File: src/logic/sdrx_defines.svh
// constants for the sdlc receive framer and frame status queue
`ifndef SDRX_DEFINES_SVH
`define SDRX_DEFINES_SVH

// ==========================================================
// line patterns
`define SDRX_FLAG_PATTERN 8'h7E
`define SDRX_ABORT_ONES 3'h7
`define SDRX_STUFF_ONES 3'h5
`define SDRX_CHAR_BITS 8
`define SDRX_CRC_POLY 16'h1021
`define SDRX_CRC_GOOD 16'h1D0F

// ==========================================================
// frame status queue geometry
`define SDRX_QUEUE_DEPTH 10
`define SDRX_COUNT_W 14
`define SDRX_ENTRY_W 19
`define SDRX_ENT_CRC 14
`define SDRX_ENT_OVR 15
`define SDRX_ENT_RES_LSB 16

// ==========================================================
// read register bit positions
`define SDRX_CNTH_OVF 7
`define SDRX_CNTH_AVAIL 6
`define SDRX_RST_EOF 7
`define SDRX_RST_CRC 6
`define SDRX_RST_OVR 5
`define SDRX_RST_PAR 4
`define SDRX_RST_RES_LSB 1
`define SDRX_RST_ALLSENT 0

`endif

File: src/logic/sdrx_pkg.sv
// types shared by the sdlc receive framer
package sdrx_pkg;
   typedef enum logic {sdrx_st_hunt, sdrx_st_sync} sdrx_rx_state_t;
   typedef logic [13:0] sdrx_count_t;
   typedef logic [2:0] sdrx_residue_t;
endpackage

File: src/logic/sdrx_status_queue.sv
// frame status queue: byte count and status per received frame
`include "sdrx_defines.svh"
module sdrx_status_queue
   import sdrx_pkg::*;
#(
   parameter int DEPTH = `SDRX_QUEUE_DEPTH,
   parameter int WIDTH = `SDRX_ENTRY_W
)
(
   // clock and reset
   input wire logic clk,
   input wire logic rstn,
   input wire logic ce,
   // control
   input wire logic clear,
   input wire logic push,
   input wire logic [WIDTH-1:0] push_data,
   input wire logic pop,
   // state
   output logic [WIDTH-1:0] head,
   output logic empty,
   output logic full,
   output logic overflow
);
   localparam int PW = $clog2(DEPTH);

   generate
      if (DEPTH < 2 || WIDTH < `SDRX_ENTRY_W)
      begin : g_bad
         $error("sdrx_status_queue: depth or width too small");
      end
   endgenerate

   logic [WIDTH-1:0] mem [DEPTH];
   logic [PW-1:0] wr_ptr;
   logic [PW-1:0] rd_ptr;
   logic [PW:0] level;

   wire do_push = push && !full;
   // underflow guard: a pop on an empty queue is ignored
   wire do_pop = pop && !empty;
   wire [PW-1:0] wr_next = (wr_ptr == PW'(DEPTH - 1)) ? '0 : wr_ptr + 1'b1;
   wire [PW-1:0] rd_next = (rd_ptr == PW'(DEPTH - 1)) ? '0 : rd_ptr + 1'b1;

   assign head = mem[rd_ptr];
   assign empty = (level == '0);
   assign full = (level == (PW+1)'(DEPTH));

   always_ff @(posedge clk)
   begin
      if (ce && do_push)
         mem[wr_ptr] <= push_data;
   end

   always_ff @(posedge clk or negedge rstn)
   begin
      if (!rstn)
      begin
         wr_ptr <= '0;
         rd_ptr <= '0;
         level <= '0;
         overflow <= 1'b0;
      end
      else if (ce)
      begin
         if (clear)
         begin
            wr_ptr <= '0;
            rd_ptr <= '0;
            level <= '0;
            overflow <= 1'b0;
         end
         else
         begin
            if (do_push)
               wr_ptr <= wr_next;
            if (do_pop)
               rd_ptr <= rd_next;
            if (do_push && !do_pop)
               level <= level + 1'b1;
            else if (do_pop && !do_push)
               level <= level - 1'b1;
            // a store while full is lost and marks overflow
            if (push && full)
               overflow <= 1'b1;
         end
      end
   end
endmodule

File: src/logic/sdrx_frame_status.sv
// sdlc receive framer with abort, hunt, modem pins and frame status queue
// Notes on behaviour
// - seven ones in a row is an abort, shown in break/abort status
// - each change of break/abort status raises an external/status event
// - an abort forces the receiver into hunt
// - abort status ends on the next zero bit, alone or in a flag
// - hunt ends only on a full flag, so abort and hunt clear separately
// - abort mid frame ends the frame and drops the partial character
// - request pin drives inverse of terminal ready bit unless used for dma
// - with auto enable, carrier pin high disables receiver, low enables it
// - without auto enable, carrier pin only feeds the carrier status bit and its external/status event
// - in hunt the receiver only compares the stream to the flag and watches for an abort
// - a flag in hunt gives sync; the next byte is the address
// - sync/hunt status shows hunt; each change raises an event
// - a received flag drives sync pin low for one receive clock
// - ten by nineteen status queue, enabled separately, apart from data
// - each entry holds a fourteen bit byte count and five status bits
// - byte count registers read only while the queue is enabled
// - closing flag stores count and status and presets the crc checker
// - a store into a full ten entry queue is a queue overrun
// - an aborted frame still stores its count; counter then restarts
// - overflow bit stays until the queue enable goes off and on
// - only a receive status read pops, never from an empty queue
// - stored status is residue, overrun and crc error only
`include "sdrx_defines.svh"
module sdrx_frame_status
   import sdrx_pkg::*;
#(
   parameter int QUEUE_DEPTH = `SDRX_QUEUE_DEPTH
)
(
   // clock and reset
   input wire logic clk,
   input wire logic rstn,
   input wire logic ce,
   // serial line pins
   input wire logic rx_clk_pin,
   input wire logic rx_data_pin,
   input wire logic carrier_detect_pin_n,
   output logic sync_pin_n,
   output logic dtr_req_pin_n,
   // control bits
   input wire logic rx_enable,
   input wire logic auto_enable,
   input wire logic crc_preset_ones,
   input wire logic terminal_ready,
   input wire logic dtr_is_dma_req,
   input wire logic dma_req_n,
   input wire logic status_queue_enable,
   input wire logic special_cond_mode,
   input wire logic error_reset,
   input wire logic all_sent,
   input wire logic data_overrun,
   // main status bits
   output logic break_abort,
   output logic sync_hunt,
   output logic carrier_detect_bit,
   output logic ext_status_event,
   // received bytes toward the data fifo
   output logic [7:0] rx_byte,
   output logic rx_byte_valid,
   output logic rx_byte_is_address,
   output logic frame_end,
   output logic data_fifo_locked,
   // status reads
   input wire logic rd_count_high_status,
   input wire logic rd_count_low,
   input wire logic rd_receive_status,
   output logic [7:0] byte_count_high_status_register,
   output logic [7:0] byte_count_low_register,
   output logic [7:0] receive_status_register
);
   // ==========================================================
   // pin synchronisers and receive clock edge
   logic clk_s1, clk_s2, clk_d;
   logic dat_s1, dat_s2;
   logic dcd_s1, dcd_s2;

   always_ff @(posedge clk or negedge rstn)
   begin
      if (!rstn)
      begin
         {clk_s1, clk_s2, clk_d} <= 3'h0;
         {dat_s1, dat_s2} <= 2'h3;
         {dcd_s1, dcd_s2} <= 2'h3;
      end
      else if (ce)
      begin
         {clk_s1, clk_s2, clk_d} <= {rx_clk_pin, clk_s1, clk_s2};
         {dat_s1, dat_s2} <= {rx_data_pin, dat_s1};
         {dcd_s1, dcd_s2} <= {carrier_detect_pin_n, dcd_s1};
      end
   end

   wire rx_edge = clk_s2 && !clk_d;
   wire bit_in = dat_s2;
   wire step = ce && rx_edge;

   // ==========================================================
   // bit level decode
   sdrx_rx_state_t state;
   logic [7:0] raw;
   logic [2:0] ones;
   logic [7:0] dly;
   logic [3:0] dly_cnt;
   logic [7:0] chr;
   logic [2:0] bits;
   logic [15:0] crc;
   logic in_frame;
   logic first_byte;
   sdrx_count_t byte_count;
   logic frame_ovr;

   wire rx_off = !rx_enable || (auto_enable && dcd_s2);
   wire [7:0] next_raw = {raw[6:0], bit_in};
   wire flag_hit = (next_raw == `SDRX_FLAG_PATTERN);
   wire abort_hit = bit_in && (ones == `SDRX_ABORT_ONES - 3'h1);
   wire [2:0] next_ones = !bit_in ? 3'h0 :
      (ones == `SDRX_ABORT_ONES) ? ones : ones + 3'h1;
   wire in_sync = (state == sdrx_st_sync);
   wire stuffed = !bit_in && (ones == `SDRX_STUFF_ONES);
   wire push_bit = in_sync && !stuffed && !abort_hit;
   wire asm_valid = push_bit && (dly_cnt == 4'h8);
   wire asm_bit = dly[7];
   wire [7:0] next_chr = {asm_bit, chr[7:1]};
   wire byte_done = asm_valid && (bits == 3'h7);
   wire crc_fb = crc[15] ^ asm_bit;
   wire [15:0] next_crc = {crc[14:0], 1'b0} ^ (crc_fb ? `SDRX_CRC_POLY : 16'h0000);
   wire [15:0] crc_preset = crc_preset_ones ? 16'hFFFF : 16'h0000;
   wire close_hit = in_sync && flag_hit && (in_frame || asm_valid);
   wire abort_end = in_sync && abort_hit && (in_frame || dly_cnt == 4'h8);
   wire sdrx_residue_t residue = byte_done ? 3'h0 : bits + {2'h0, asm_valid};
   wire crc_bad = (asm_valid ? next_crc : crc) != `SDRX_CRC_GOOD;
   wire sdrx_count_t final_count = byte_count + {13'h0, byte_done};
   wire store = step && !rx_off && (close_hit || abort_end);
   // residue, overrun, crc error kept per entry
   wire [`SDRX_ENTRY_W-1:0] entry =
      {residue, frame_ovr || data_overrun, close_hit && crc_bad, final_count};

   always_ff @(posedge clk or negedge rstn)
   begin
      if (!rstn)
      begin
         state <= sdrx_st_hunt;
         raw <= 8'h00;
         ones <= 3'h0;
         dly <= 8'h00;
         dly_cnt <= 4'h0;
         chr <= 8'h00;
         bits <= 3'h0;
         crc <= 16'h0000;
         in_frame <= 1'b0;
         first_byte <= 1'b0;
         byte_count <= '0;
      end
      else if (ce && rx_off)
      begin
         state <= sdrx_st_hunt;
         ones <= 3'h0;
         dly_cnt <= 4'h0;
         bits <= 3'h0;
         in_frame <= 1'b0;
         byte_count <= '0;
      end
      else if (step)
      begin
         raw <= next_raw;
         ones <= next_ones;
         if (abort_hit)
         begin
            state <= sdrx_st_hunt;
            dly_cnt <= 4'h0;
            bits <= 3'h0;
            in_frame <= 1'b0;
            byte_count <= '0;
         end
         else if (flag_hit)
         begin
            // flag gives sync, next byte is address
            // crc checker preset on every flag
            state <= sdrx_st_sync;
            dly_cnt <= 4'h0;
            bits <= 3'h0;
            crc <= crc_preset;
            in_frame <= 1'b0;
            first_byte <= 1'b1;
            // cleared once the entry is stored
            byte_count <= '0;
         end
         // hunt does nothing beyond flag and abort compare
         else if (push_bit)
         begin
            dly <= {dly[6:0], bit_in};
            if (dly_cnt != 4'h8)
               dly_cnt <= dly_cnt + 4'h1;
            if (asm_valid)
            begin
               chr <= next_chr;
               bits <= bits + 3'h1;
               crc <= next_crc;
               in_frame <= 1'b1;
            end
            if (byte_done)
            begin
               byte_count <= byte_count + 1'b1;
               first_byte <= 1'b0;
            end
         end
      end
   end

   // ==========================================================
   // status bits, events and pins
   logic sync_low;
   wire next_abort = rx_off ? 1'b0 :
      !rx_edge ? break_abort : abort_hit ? 1'b1 : bit_in ? break_abort : 1'b0;
   wire next_hunt = rx_off ? 1'b1 :
      !rx_edge ? sync_hunt : abort_hit ? 1'b1 : flag_hit ? 1'b0 : sync_hunt;

   always_ff @(posedge clk or negedge rstn)
   begin
      if (!rstn)
      begin
         break_abort <= 1'b0;
         sync_hunt <= 1'b1;
         carrier_detect_bit <= 1'b0;
         ext_status_event <= 1'b0;
         sync_low <= 1'b0;
         sync_pin_n <= 1'b1;
         dtr_req_pin_n <= 1'b1;
      end
      else if (ce)
      begin
         // abort seen / cleared by a zero
         break_abort <= next_abort;
         // hunt only leaves on a flag
         sync_hunt <= next_hunt;
         carrier_detect_bit <= !dcd_s2;
         // abort change event / hunt change event
         ext_status_event <= (next_abort != break_abort) || (next_hunt != sync_hunt)
            || (carrier_detect_bit == dcd_s2);
         // low from the flag edge to the next receive edge
         if (rx_edge)
            sync_low <= !rx_off && flag_hit;
         sync_pin_n <= !(rx_edge ? (!rx_off && flag_hit) : sync_low);
         // request pin or inverted terminal ready
         dtr_req_pin_n <= dtr_is_dma_req ? dma_req_n : !terminal_ready;
      end
   end

   // ==========================================================
   // received bytes and live frame status
   sdrx_residue_t live_res;
   logic live_crc, live_eof;

   always_ff @(posedge clk or negedge rstn)
   begin
      if (!rstn)
      begin
         rx_byte <= 8'h00;
         rx_byte_valid <= 1'b0;
         rx_byte_is_address <= 1'b0;
         frame_end <= 1'b0;
         frame_ovr <= 1'b0;
         data_fifo_locked <= 1'b0;
         live_res <= 3'h0;
         live_crc <= 1'b0;
         live_eof <= 1'b0;
      end
      else if (ce)
      begin
         // a byte completed by the closing flag's last bit is still frame data
         rx_byte_valid <= step && !rx_off && byte_done && !abort_hit;
         frame_end <= store && close_hit;
         if (step && byte_done)
         begin
            rx_byte <= next_chr;
            rx_byte_is_address <= first_byte;
            live_eof <= 1'b0;
         end
         if (store)
            frame_ovr <= 1'b0;
         else if (data_overrun)
            frame_ovr <= 1'b1;
         if (store && close_hit)
         begin
            live_res <= residue;
            live_crc <= crc_bad;
            live_eof <= 1'b1;
         end
         // locked at end of frame until error reset; the set wins
         if (store && close_hit && special_cond_mode)
            data_fifo_locked <= 1'b1;
         else if (error_reset)
            data_fifo_locked <= 1'b0;
      end
   end

   // ==========================================================
   // frame status queue and its read registers
   logic [`SDRX_ENTRY_W-1:0] q_head;
   logic q_empty, q_full, q_ovf;
   logic avail_latched;

   // pop only on receive status read after a count high/status read
   wire q_pop = status_queue_enable && rd_receive_status && avail_latched;

   // queue enabled by its own bit / disable clears it
   // closing flag stores / overrun when full
   sdrx_status_queue #(
      .DEPTH(QUEUE_DEPTH),
      .WIDTH(`SDRX_ENTRY_W)
   ) u_queue (
      .clk(clk),
      .rstn(rstn),
      .ce(ce),
      .clear(!status_queue_enable),
      .push(store && status_queue_enable),
      .push_data(entry),
      .pop(q_pop),
      .head(q_head),
      .empty(q_empty),
      .full(q_full),
      .overflow(q_ovf)
   );

   wire [7:0] live_status = {live_eof, live_crc, frame_ovr, 1'b0, live_res, all_sent};
   wire [7:0] queue_status = {1'b1, q_head[`SDRX_ENT_CRC], q_head[`SDRX_ENT_OVR], 1'b0,
      q_head[`SDRX_ENTRY_W-1:`SDRX_ENT_RES_LSB], all_sent};

   always_ff @(posedge clk or negedge rstn)
   begin
      if (!rstn)
      begin
         avail_latched <= 1'b0;
         byte_count_high_status_register <= 8'h00;
         byte_count_low_register <= 8'h00;
         receive_status_register <= 8'h00;
      end
      else if (ce)
      begin
         // count registers read as zero while queue is off
         if (rd_count_high_status)
         begin
            avail_latched <= status_queue_enable && !q_empty;
            byte_count_high_status_register <= !status_queue_enable ? 8'h00 :
               {q_ovf, !q_empty, q_head[13:8]};
         end
         else if (rd_receive_status || !status_queue_enable)
            avail_latched <= 1'b0;
         if (rd_count_low)
            byte_count_low_register <= status_queue_enable ? q_head[7:0] : 8'h00;
         if (rd_receive_status)
            receive_status_register <= q_pop ? queue_status : live_status;
      end
   end

   // ==========================================================
   // checks
   chk_abort_sets:
   assert property (@(posedge clk) disable iff (!rstn)
      step && !rx_off && abort_hit |=> break_abort && sync_hunt)
      else $error("abort not reported");
   chk_abort_zero:
   assert property (@(posedge clk) disable iff (!rstn)
      step && !rx_off && !bit_in |=> !break_abort)
      else $error("abort not cleared by zero");
   chk_hunt_holds:
   assert property (@(posedge clk) disable iff (!rstn)
      ce && sync_hunt && !(step && flag_hit) |=> sync_hunt)
      else $error("hunt left without flag");
   chk_event_change:
   assert property (@(posedge clk) disable iff (!rstn)
      $changed(break_abort) || $changed(sync_hunt) |-> ext_status_event)
      else $error("status change without event");
   chk_sync_release:
   assert property (@(posedge clk) disable iff (!rstn)
      !sync_pin_n ##1 (ce && rx_edge && !flag_hit) |=> sync_pin_n)
      else $error("sync pin low past one receive clock");
   chk_dtr_pin:
   assert property (@(posedge clk) disable iff (!rstn)
      ce && !dtr_is_dma_req |=> dtr_req_pin_n == !$past(terminal_ready))
      else $error("request pin not inverse of terminal ready");
   chk_auto_gate:
   assert property (@(posedge clk) disable iff (!rstn)
      ce && auto_enable && dcd_s2 |=> sync_hunt && !rx_byte_valid)
      else $error("receiver active with carrier high");
   chk_ovf_sticky:
   assert property (@(posedge clk) disable iff (!rstn)
      q_ovf && status_queue_enable |=> q_ovf)
      else $error("overflow cleared while enabled");
   chk_store_full:
   assert property (@(posedge clk) disable iff (!rstn)
      ce && store && status_queue_enable && q_full |=> q_ovf)
      else $error("store into full queue not flagged");
   chk_count_regs:
   assert property (@(posedge clk) disable iff (!rstn)
      ce && rd_count_low && !status_queue_enable |=> byte_count_low_register == 8'h00)
      else $error("count readable with queue off");
endmodule

File: config.mk
export PLATFORM = sky130hd
export DESIGN_NAME = sdrx_frame_status
export DESIGN_NICKNAME = d
export VERILOG_FILES = /design/src/logic/sdrx_pkg.sv /design/src/logic/sdrx_status_queue.sv /design/src/logic/sdrx_frame_status.sv
export VERILOG_INCLUDE_DIRS = /design/src /design/src/logic
export SDC_FILE = /design/constraint.sdc
export NUM_CORES = 1
export LEC_CHECK = 0
export ABC_CLOCK_PERIOD_IN_PS = 11100
export BUFFER_PORTS_ARGS = -buffer_cell sky130_fd_sc_hd__clkbuf_2
export CAP_MARGIN = 20
export CORE_MARGIN = 8
export CORE_UTILIZATION = 55
export DETAILED_ROUTE_END_ITERATION = 12
export GPL_TIMING_DRIVEN = 0
export HOLD_SLACK_MARGIN = 0.15
export PLACE_DENSITY = 0.72
export SYNTH_ARGS = -nofsm -noshare
export SYNTH_HDL_FRONTEND = slang
export SYNTH_HIERARCHICAL = 1
export SYNTH_SLANG_ARGS = --single-unit
File: constraint.sdc
create_clock -name clk -period 11.1 [get_ports clk]
set_clock_uncertainty 0.2 [all_clocks]
set_input_delay 2.775 -clock clk [delete_from_list [all_inputs] [get_ports clk]]
set_output_delay 2.775 -clock clk [all_outputs]
set_load 0.01 [all_outputs]
==> metrics.yaml, run 1 <==
yosys:
  avgSynthCellArea_sq_um: 13.6
  synthTopCellsByArea: "edfxtp_1 (41%), dfrtp_1 (23%), mux4_2 (6.1%)"
  synth-seq-cells: 325
  synthDistinctLibCells: 80
  synthArstFlopShare: 0.415
  synth_common_cells: "edfxtp_1 (190), nand2_1 (138), dfrtp_1 (128)"
  syn_inst: 1034
  syn-num-nets: 1074
  syn-cell-area_sq_um: 14000
  synth_edf_count: 190
  synth_top_area_cell: "edfxtp_1"
  yosysMostFrequentCell: "edfxtp_1"
  ys.flop_type: "edfxtp_1"
  synth_top_area_frac: 0.406
  synth-seq-area-share: 0.647
  synth_warnings: 6
floorplanning:
  die_area_sq_um: 30900
  coreArea_sq_um: 25100
  dieHeight_um: 176
  rows: 58
  die_w_um: 176
  ios: 62
  start_util: 0.559
clocking:
  cts.sinks: 325
  cts_root_buffer: "clkbuf_16"
  cts_max_level: 2
  clockBufferDepth: 3
  holdBufCountCts: 0
  clock_latency_ns: 0.51
  cts_tree: "yes"
  clkTransAtPathRegs_ns: 0.06
  cts_buffers: 34
  post_cts_buffers: 0
  cts_resized: 0
sta:
  min_period_ns: 6.90
  rsz0062_at_grt: "false"
  tns_ns: 0
  final.period_utilization: 0.621
  worst_pin_slew_ns: 1.09
  fmax_ghz: 0.145
  slew_viol_final: 0
  hold_viol: 0
  setup_viol: 0
  slew_headroom: 0.273
critical_path:
  rrSetupSlack_ns: 6.47
  cp.arrival_ns: 7.11
  cp-startpoint: "ce"
  reg2reg_depth: 16
  reg2reg_to: "u_queue/level[4]"
  start_kind: "input port"
  path_max_fanout: 10
  criticalPathCategory: "input port to register"
  critPathRequiredTime_ns: 11.32
  reg2reg_from: "ones[0]"
  cp-end-kind: "register"
route:
  drtIter0Drc: 629
  avgViaCountPerCell: 5.84
  num_vias: 8797
  drc: 0
  drtAntennaViolNets: 0
  dr.pass1.iters: 5
  routedWlPerCell_um: 20.2
  drt-total-wl_um: 30400
hold_path:
  hold_start: "raw[6]"
  hold_depth: 2
  whs_endpoint: "raw[6]"
  hp-class: "register to register"
final_layout:
  nets: 1190
  diodes: 0
  layout-drive-gt1-share: 0.215
  synthToLayoutAreaGrowth_pct: 15.3
power:
  leakagePower_nw: 6.64
  vdd_drop_max_v: 0.000119
  power.density_nw_per_um2: 169
  total_power_mw: 2.74
placement:
  portBuffers: 59
  gp_congestion: 0.826
  hpwl_um: 20600
grt:
  overflow: 0
  grt_max_degree: 96
  grt_use_total: 0.198
  antenna_found_initial: 0
  grt_pass1_vias: 8756
  grt_pass1_wl_um: 48000
run:
  drv_cap: 0
status:
  outcome: "complete, no violations"
-- layout make-up --
type / instances / area (sq um)
Clock buffer: 44 / 920
Multi-Input combinational cell: 628 / 4620
Clock inverter: 18 / 241
Timing Repair Buffer: 80 / 534
Buffer: 55 / 280
Inverter: 26 / 97.6
Tap cell: 330 / 413
Fill cell: 1864 / 8910
Sequential cell: 325 / 9090
-- where the power goes --
group,internal [mW],switching [mW]
Combinational,0.101,0.140
Sequential,1.30,0.0299
Clock,0.707,0.457
-- kinds of logic after synthesis --
group                      after synthesis  share of synthesized area
adders and majority gates               20                     0.0183
and+or+nand+nor                        316                      0.109
buffers and inverters                   81                     0.0269
other                                    1                   0.000267
xor gates and xnor gates                26                     0.0162
muxes                                   71                     0.0890
DFF                                    325                      0.647
AOI/OAI and AO/OA                      194                     0.0931
-- registers in the layout, summed over array words and instances, names as in the netlist, 3 cells and up --
name / flops
dly: 8
u_queue/wr_ptr: 4
u_queue/mem: 190
byte_count_high_status_register: 8
rx_byte: 8
crc: 16
live_res: 3
dly_cnt: 4
byte_count: 14
ones: 3
u_queue/rd_ptr: 4
chr: 7
u_queue/level: 5
bits: 3
raw: 7
receive_status_register: 7
byte_count_low_register: 8
-- worst max-delay path by stage --
stage / cells past startpoint / endpoint / slack (ns)
final: 17 / u_queue/level[4] / 4.20
after global routing: 17 / u_queue/level[4] / 3.81
after CTS: 17 / u_queue/level[4] / 4.20
after floorplan: 9 / u_queue/mem[3][0] / 4.16
after global placement: 10 / u_queue/mem[4][3] / 0.55
after detailed placement: 17 / u_queue/level[4] / 3.66
-- layer usage --
layer	global-route usage	vias to the layer above	wire [um]
li1	-	4073	-
met1	0.259	4441	12800
met2	0.340	235	15300
met3	0.0275	48	1600
met4	0.0562	0	637
met5	0	-	0
-- layout by cell type (no fill, tap or decap), types with 15 or more instances in the layout --
cell	Yosys	final
a21oi_1	42	42
a22oi_1	24	24
buf_2	14	16
buf_4	5	15
clkbuf_1	24	32
clkbuf_16	0	35
clkbuf_2	0	58
dfrtp_1	128	128
edfxtp_1	190	190
ha_1	19	19
inv_1	26	26
mux2_2	18	18
mux4_2	38	38
nand2_1	138	138
nand2b_1	25	25
nand3_1	19	19
nor2_1	62	60
o211ai_1	20	20
o21ai_0	51	51
-- critical path: stages --
cell and delay (ns):
clkbuf_2 0.22, buf_2 0.32, nand3b_2 0.26, nor2_1 0.24, buf_2 0.25, nand2_1 0.07, a2111oi_0 0.57, buf_2 0.25
and2_1 0.25, nor2b_1 0.18, ha_1 0.18, inv_1 0.12, fa_1 0.46, and3_1 0.21, or3_1 0.36, a211o_1 0.30
o221ai_1 0.07
-- metrics by stage --
stage / setup WS, ns / instances / hold WS [ns] / utilization / area, sq um
after floorplan: 4.16 / 1034 / 0.237 / - / 14000
final: 4.20 / 1506 / 0.268 / 0.645 / 16200
after global placement: 0.549 / 1423 / 0.254 / 0.588 / 14800
after detailed placement: 3.66 / 1441 / 0.258 / 0.598 / 15000
after CTS: 4.20 / 1503 / 0.273 / 0.644 / 16200
after global routing: 3.81 / 1506 / 0.301 / 0.645 / 16200
Power figures use the tool's default switching activity.
==> run 2, diff against run 1 <==
Settings changed: ABC_CLOCK_PERIOD_IN_PS 11100 to 6200, PLACE_DENSITY 0.72 to 0.75.
Clock period 11.1 ns to 6.2 ns, I/O delays scaled along.
==> metrics.yaml, run 2 (synthesis results as in run 1) <==
status:
  outcome: "complete, no violations"
floorplanning:
  rows: 58
  die_area_sq_um: 30900
  dieHeight_um: 176
  start_util: 0.559
  coreArea_sq_um: 25100
  die_w_um: 176
  ios: 62
critical_path:
  path_max_fanout: 10
  cp-end-kind: "register"
  start_kind: "input port"
  reg2reg_to: "u_queue/level[4]"
  cp-startpoint: "ce"
  crit_path_end: "u_queue/level[4]"
  reg2reg_from: "ones[0]"
  critPathRequiredTime_ns: 6.43
  criticalPathCategory: "input port to register"
  cp.arrival_ns: 5.96
  reg2reg_depth: 16
  rrSetupSlack_ns: 1.57
sta:
  setup_viol: 0
  rsz0062_at_grt: "false"
  slew_headroom: 0.252
  tns_ns: 0
  worst_pin_slew_ns: 1.12
  fmax_ghz: 0.174
  min_period_ns: 5.74
  slew_viol_final: 0
  final.period_utilization: 0.925
  hold_viol: 0
hold_path:
  hold_depth: 2
  hold_start: "raw[6]"
  hp-class: "register to register"
route:
  drt-total-wl_um: 31500
  routed-wl-met2_um: 16000
  top_layer: "met4"
  avgViaCountPerCell: 5.86
  drtAntennaViolNets: 0
  routedWlPerCell_um: 20.9
  drtIter0Drc: 784
  wl_met3_um: 1790
  met1_length_um: 12900
  num_vias: 8836
  dr.pass1.iters: 5
  drc: 0
final_layout:
  layout-drive-gt1-share: 0.211
  design_area_sq_um: 16200
  largestRegisters: "u_queue/mem x190, crc x16, byte_count x14"
  mostFrequentLayoutCells: "edfxtp_1 (190), nand2_1 (138), dfrtp_1 (128)"
  fill_cells: 1866
  regMostFlops: "u_queue/mem"
  synthToLayoutAreaGrowth_pct: 15.6
  nets: 1191
  final_common_cell: "edfxtp_1"
  diodes: 0
  largest_reg_flops: 190
grt:
  grt_pass1_vias: 9120
  overflow: 0
  grt_use_total: 0.206
  grt_pass1_wl_um: 50100
  antenna_found_initial: 0
  grt_max_degree: 112
clocking:
  cts_root_buffer: "clkbuf_16"
  clock_latency_ns: 0.52
  holdBufCountCts: 0
  cts_buffers: 35
  cts_tree: "yes"
  cts_resized: 0
  cts_max_level: 2
  post_cts_buffers: 0
  clkTransAtPathRegs_ns: 0.06
  cts.sinks: 325
  clockBufferDepth: 3
power:
  vdd_drop_max_v: 0.000237
  leakagePower_nw: 6.66
  power.density_nw_per_um2: 305
  total_power_mw: 4.96
placement:
  placed_area_sq_um: 15000
  portBuffers: 59
  gp_congestion: 0.839
  hpwl_um: 20600
run:
  drv_cap: 0
run 2: cell count changes in the layout (fill, tap and decap cells not counted), moves of 2 or more:
| cell | change |
|---|---|
| clkinv_1 | +9 |
| clkinv_2 | -5 |
| clkbuf_1 | -3 |
| buf_16 | +2 |
| buf_6 | -2 |
| clkinvlp_4 | -2 |
| inv_6 | +2 |
run 2: area by class of cell:
cell class / instances / area, sq um / area share
Clock buffer: 43 / 947 / 0.0583
Multi-Input combinational cell: 628 / 4620 / 0.284
Sequential cell: 325 / 9090 / 0.560
Clock inverter: 21 / 236 / 0.0146
Buffer: 55 / 280 / 0.0173
Inverter: 26 / 97.6 / 0.00601
Tap cell: 330 / 413 / 0.0254
Timing Repair Buffer: 80 / 558 / 0.0344
run 2: how the worst min path moves through the flow:
stage / endpoint / slack (ns)
after detailed placement: rx_byte[0] / 0.26
after CTS: raw[6] / 0.27
after global placement: live_res[1] / 0.25
after floorplan: raw[6] / 0.24
after global routing: raw[6] / 0.28
final: raw[6] / 0.27
run 2: power by group:
| group | switching [mW] | internal (mW) |
|---|---|---|
| Clock | 0.841 | 1.30 |
| Combinational | 0.260 | 0.181 |
| Sequential | 0.0536 | 2.33 |
run 2: critical path, cell delays in order:
cell and delay (ns):
clkbuf_2 0.22, buf_2 0.39, nand3b_2 0.27, nor2_1 0.23, buf_2 0.26, nand2_1 0.08
a2111oi_0 0.52, buf_1 0.26, and2_1 0.26, nor2b_1 0.17, ha_1 0.19, inv_1 0.12
fa_1 0.47, and3_1 0.21, or3_1 0.37, a211o_1 0.31, o221ai_1 0.07
run 2: stage by stage:
| step | hold WS (ns) | utilization | cells | worst slack (ns) |
|---|---|---|---|---|
| final | 0.272 | 0.647 | 1508 | 0.465 |
| after global routing | 0.283 | 0.647 | 1508 | 0.184 |
| after CTS | 0.274 | 0.645 | 1505 | 0.509 |
| after detailed placement | 0.257 | 0.598 | 1441 | -0.00207 |
| after global placement | 0.253 | 0.588 | 1423 | -2.91 |
| after floorplan | 0.237 | - | 1034 | 0.488 |
run 2: metal layers:
metal	track usage	up-vias
li1	-	4069
met3	0.0331	53
met5	0	-
met1	0.262	4429
met2	0.353	285
met4	0.0696	0
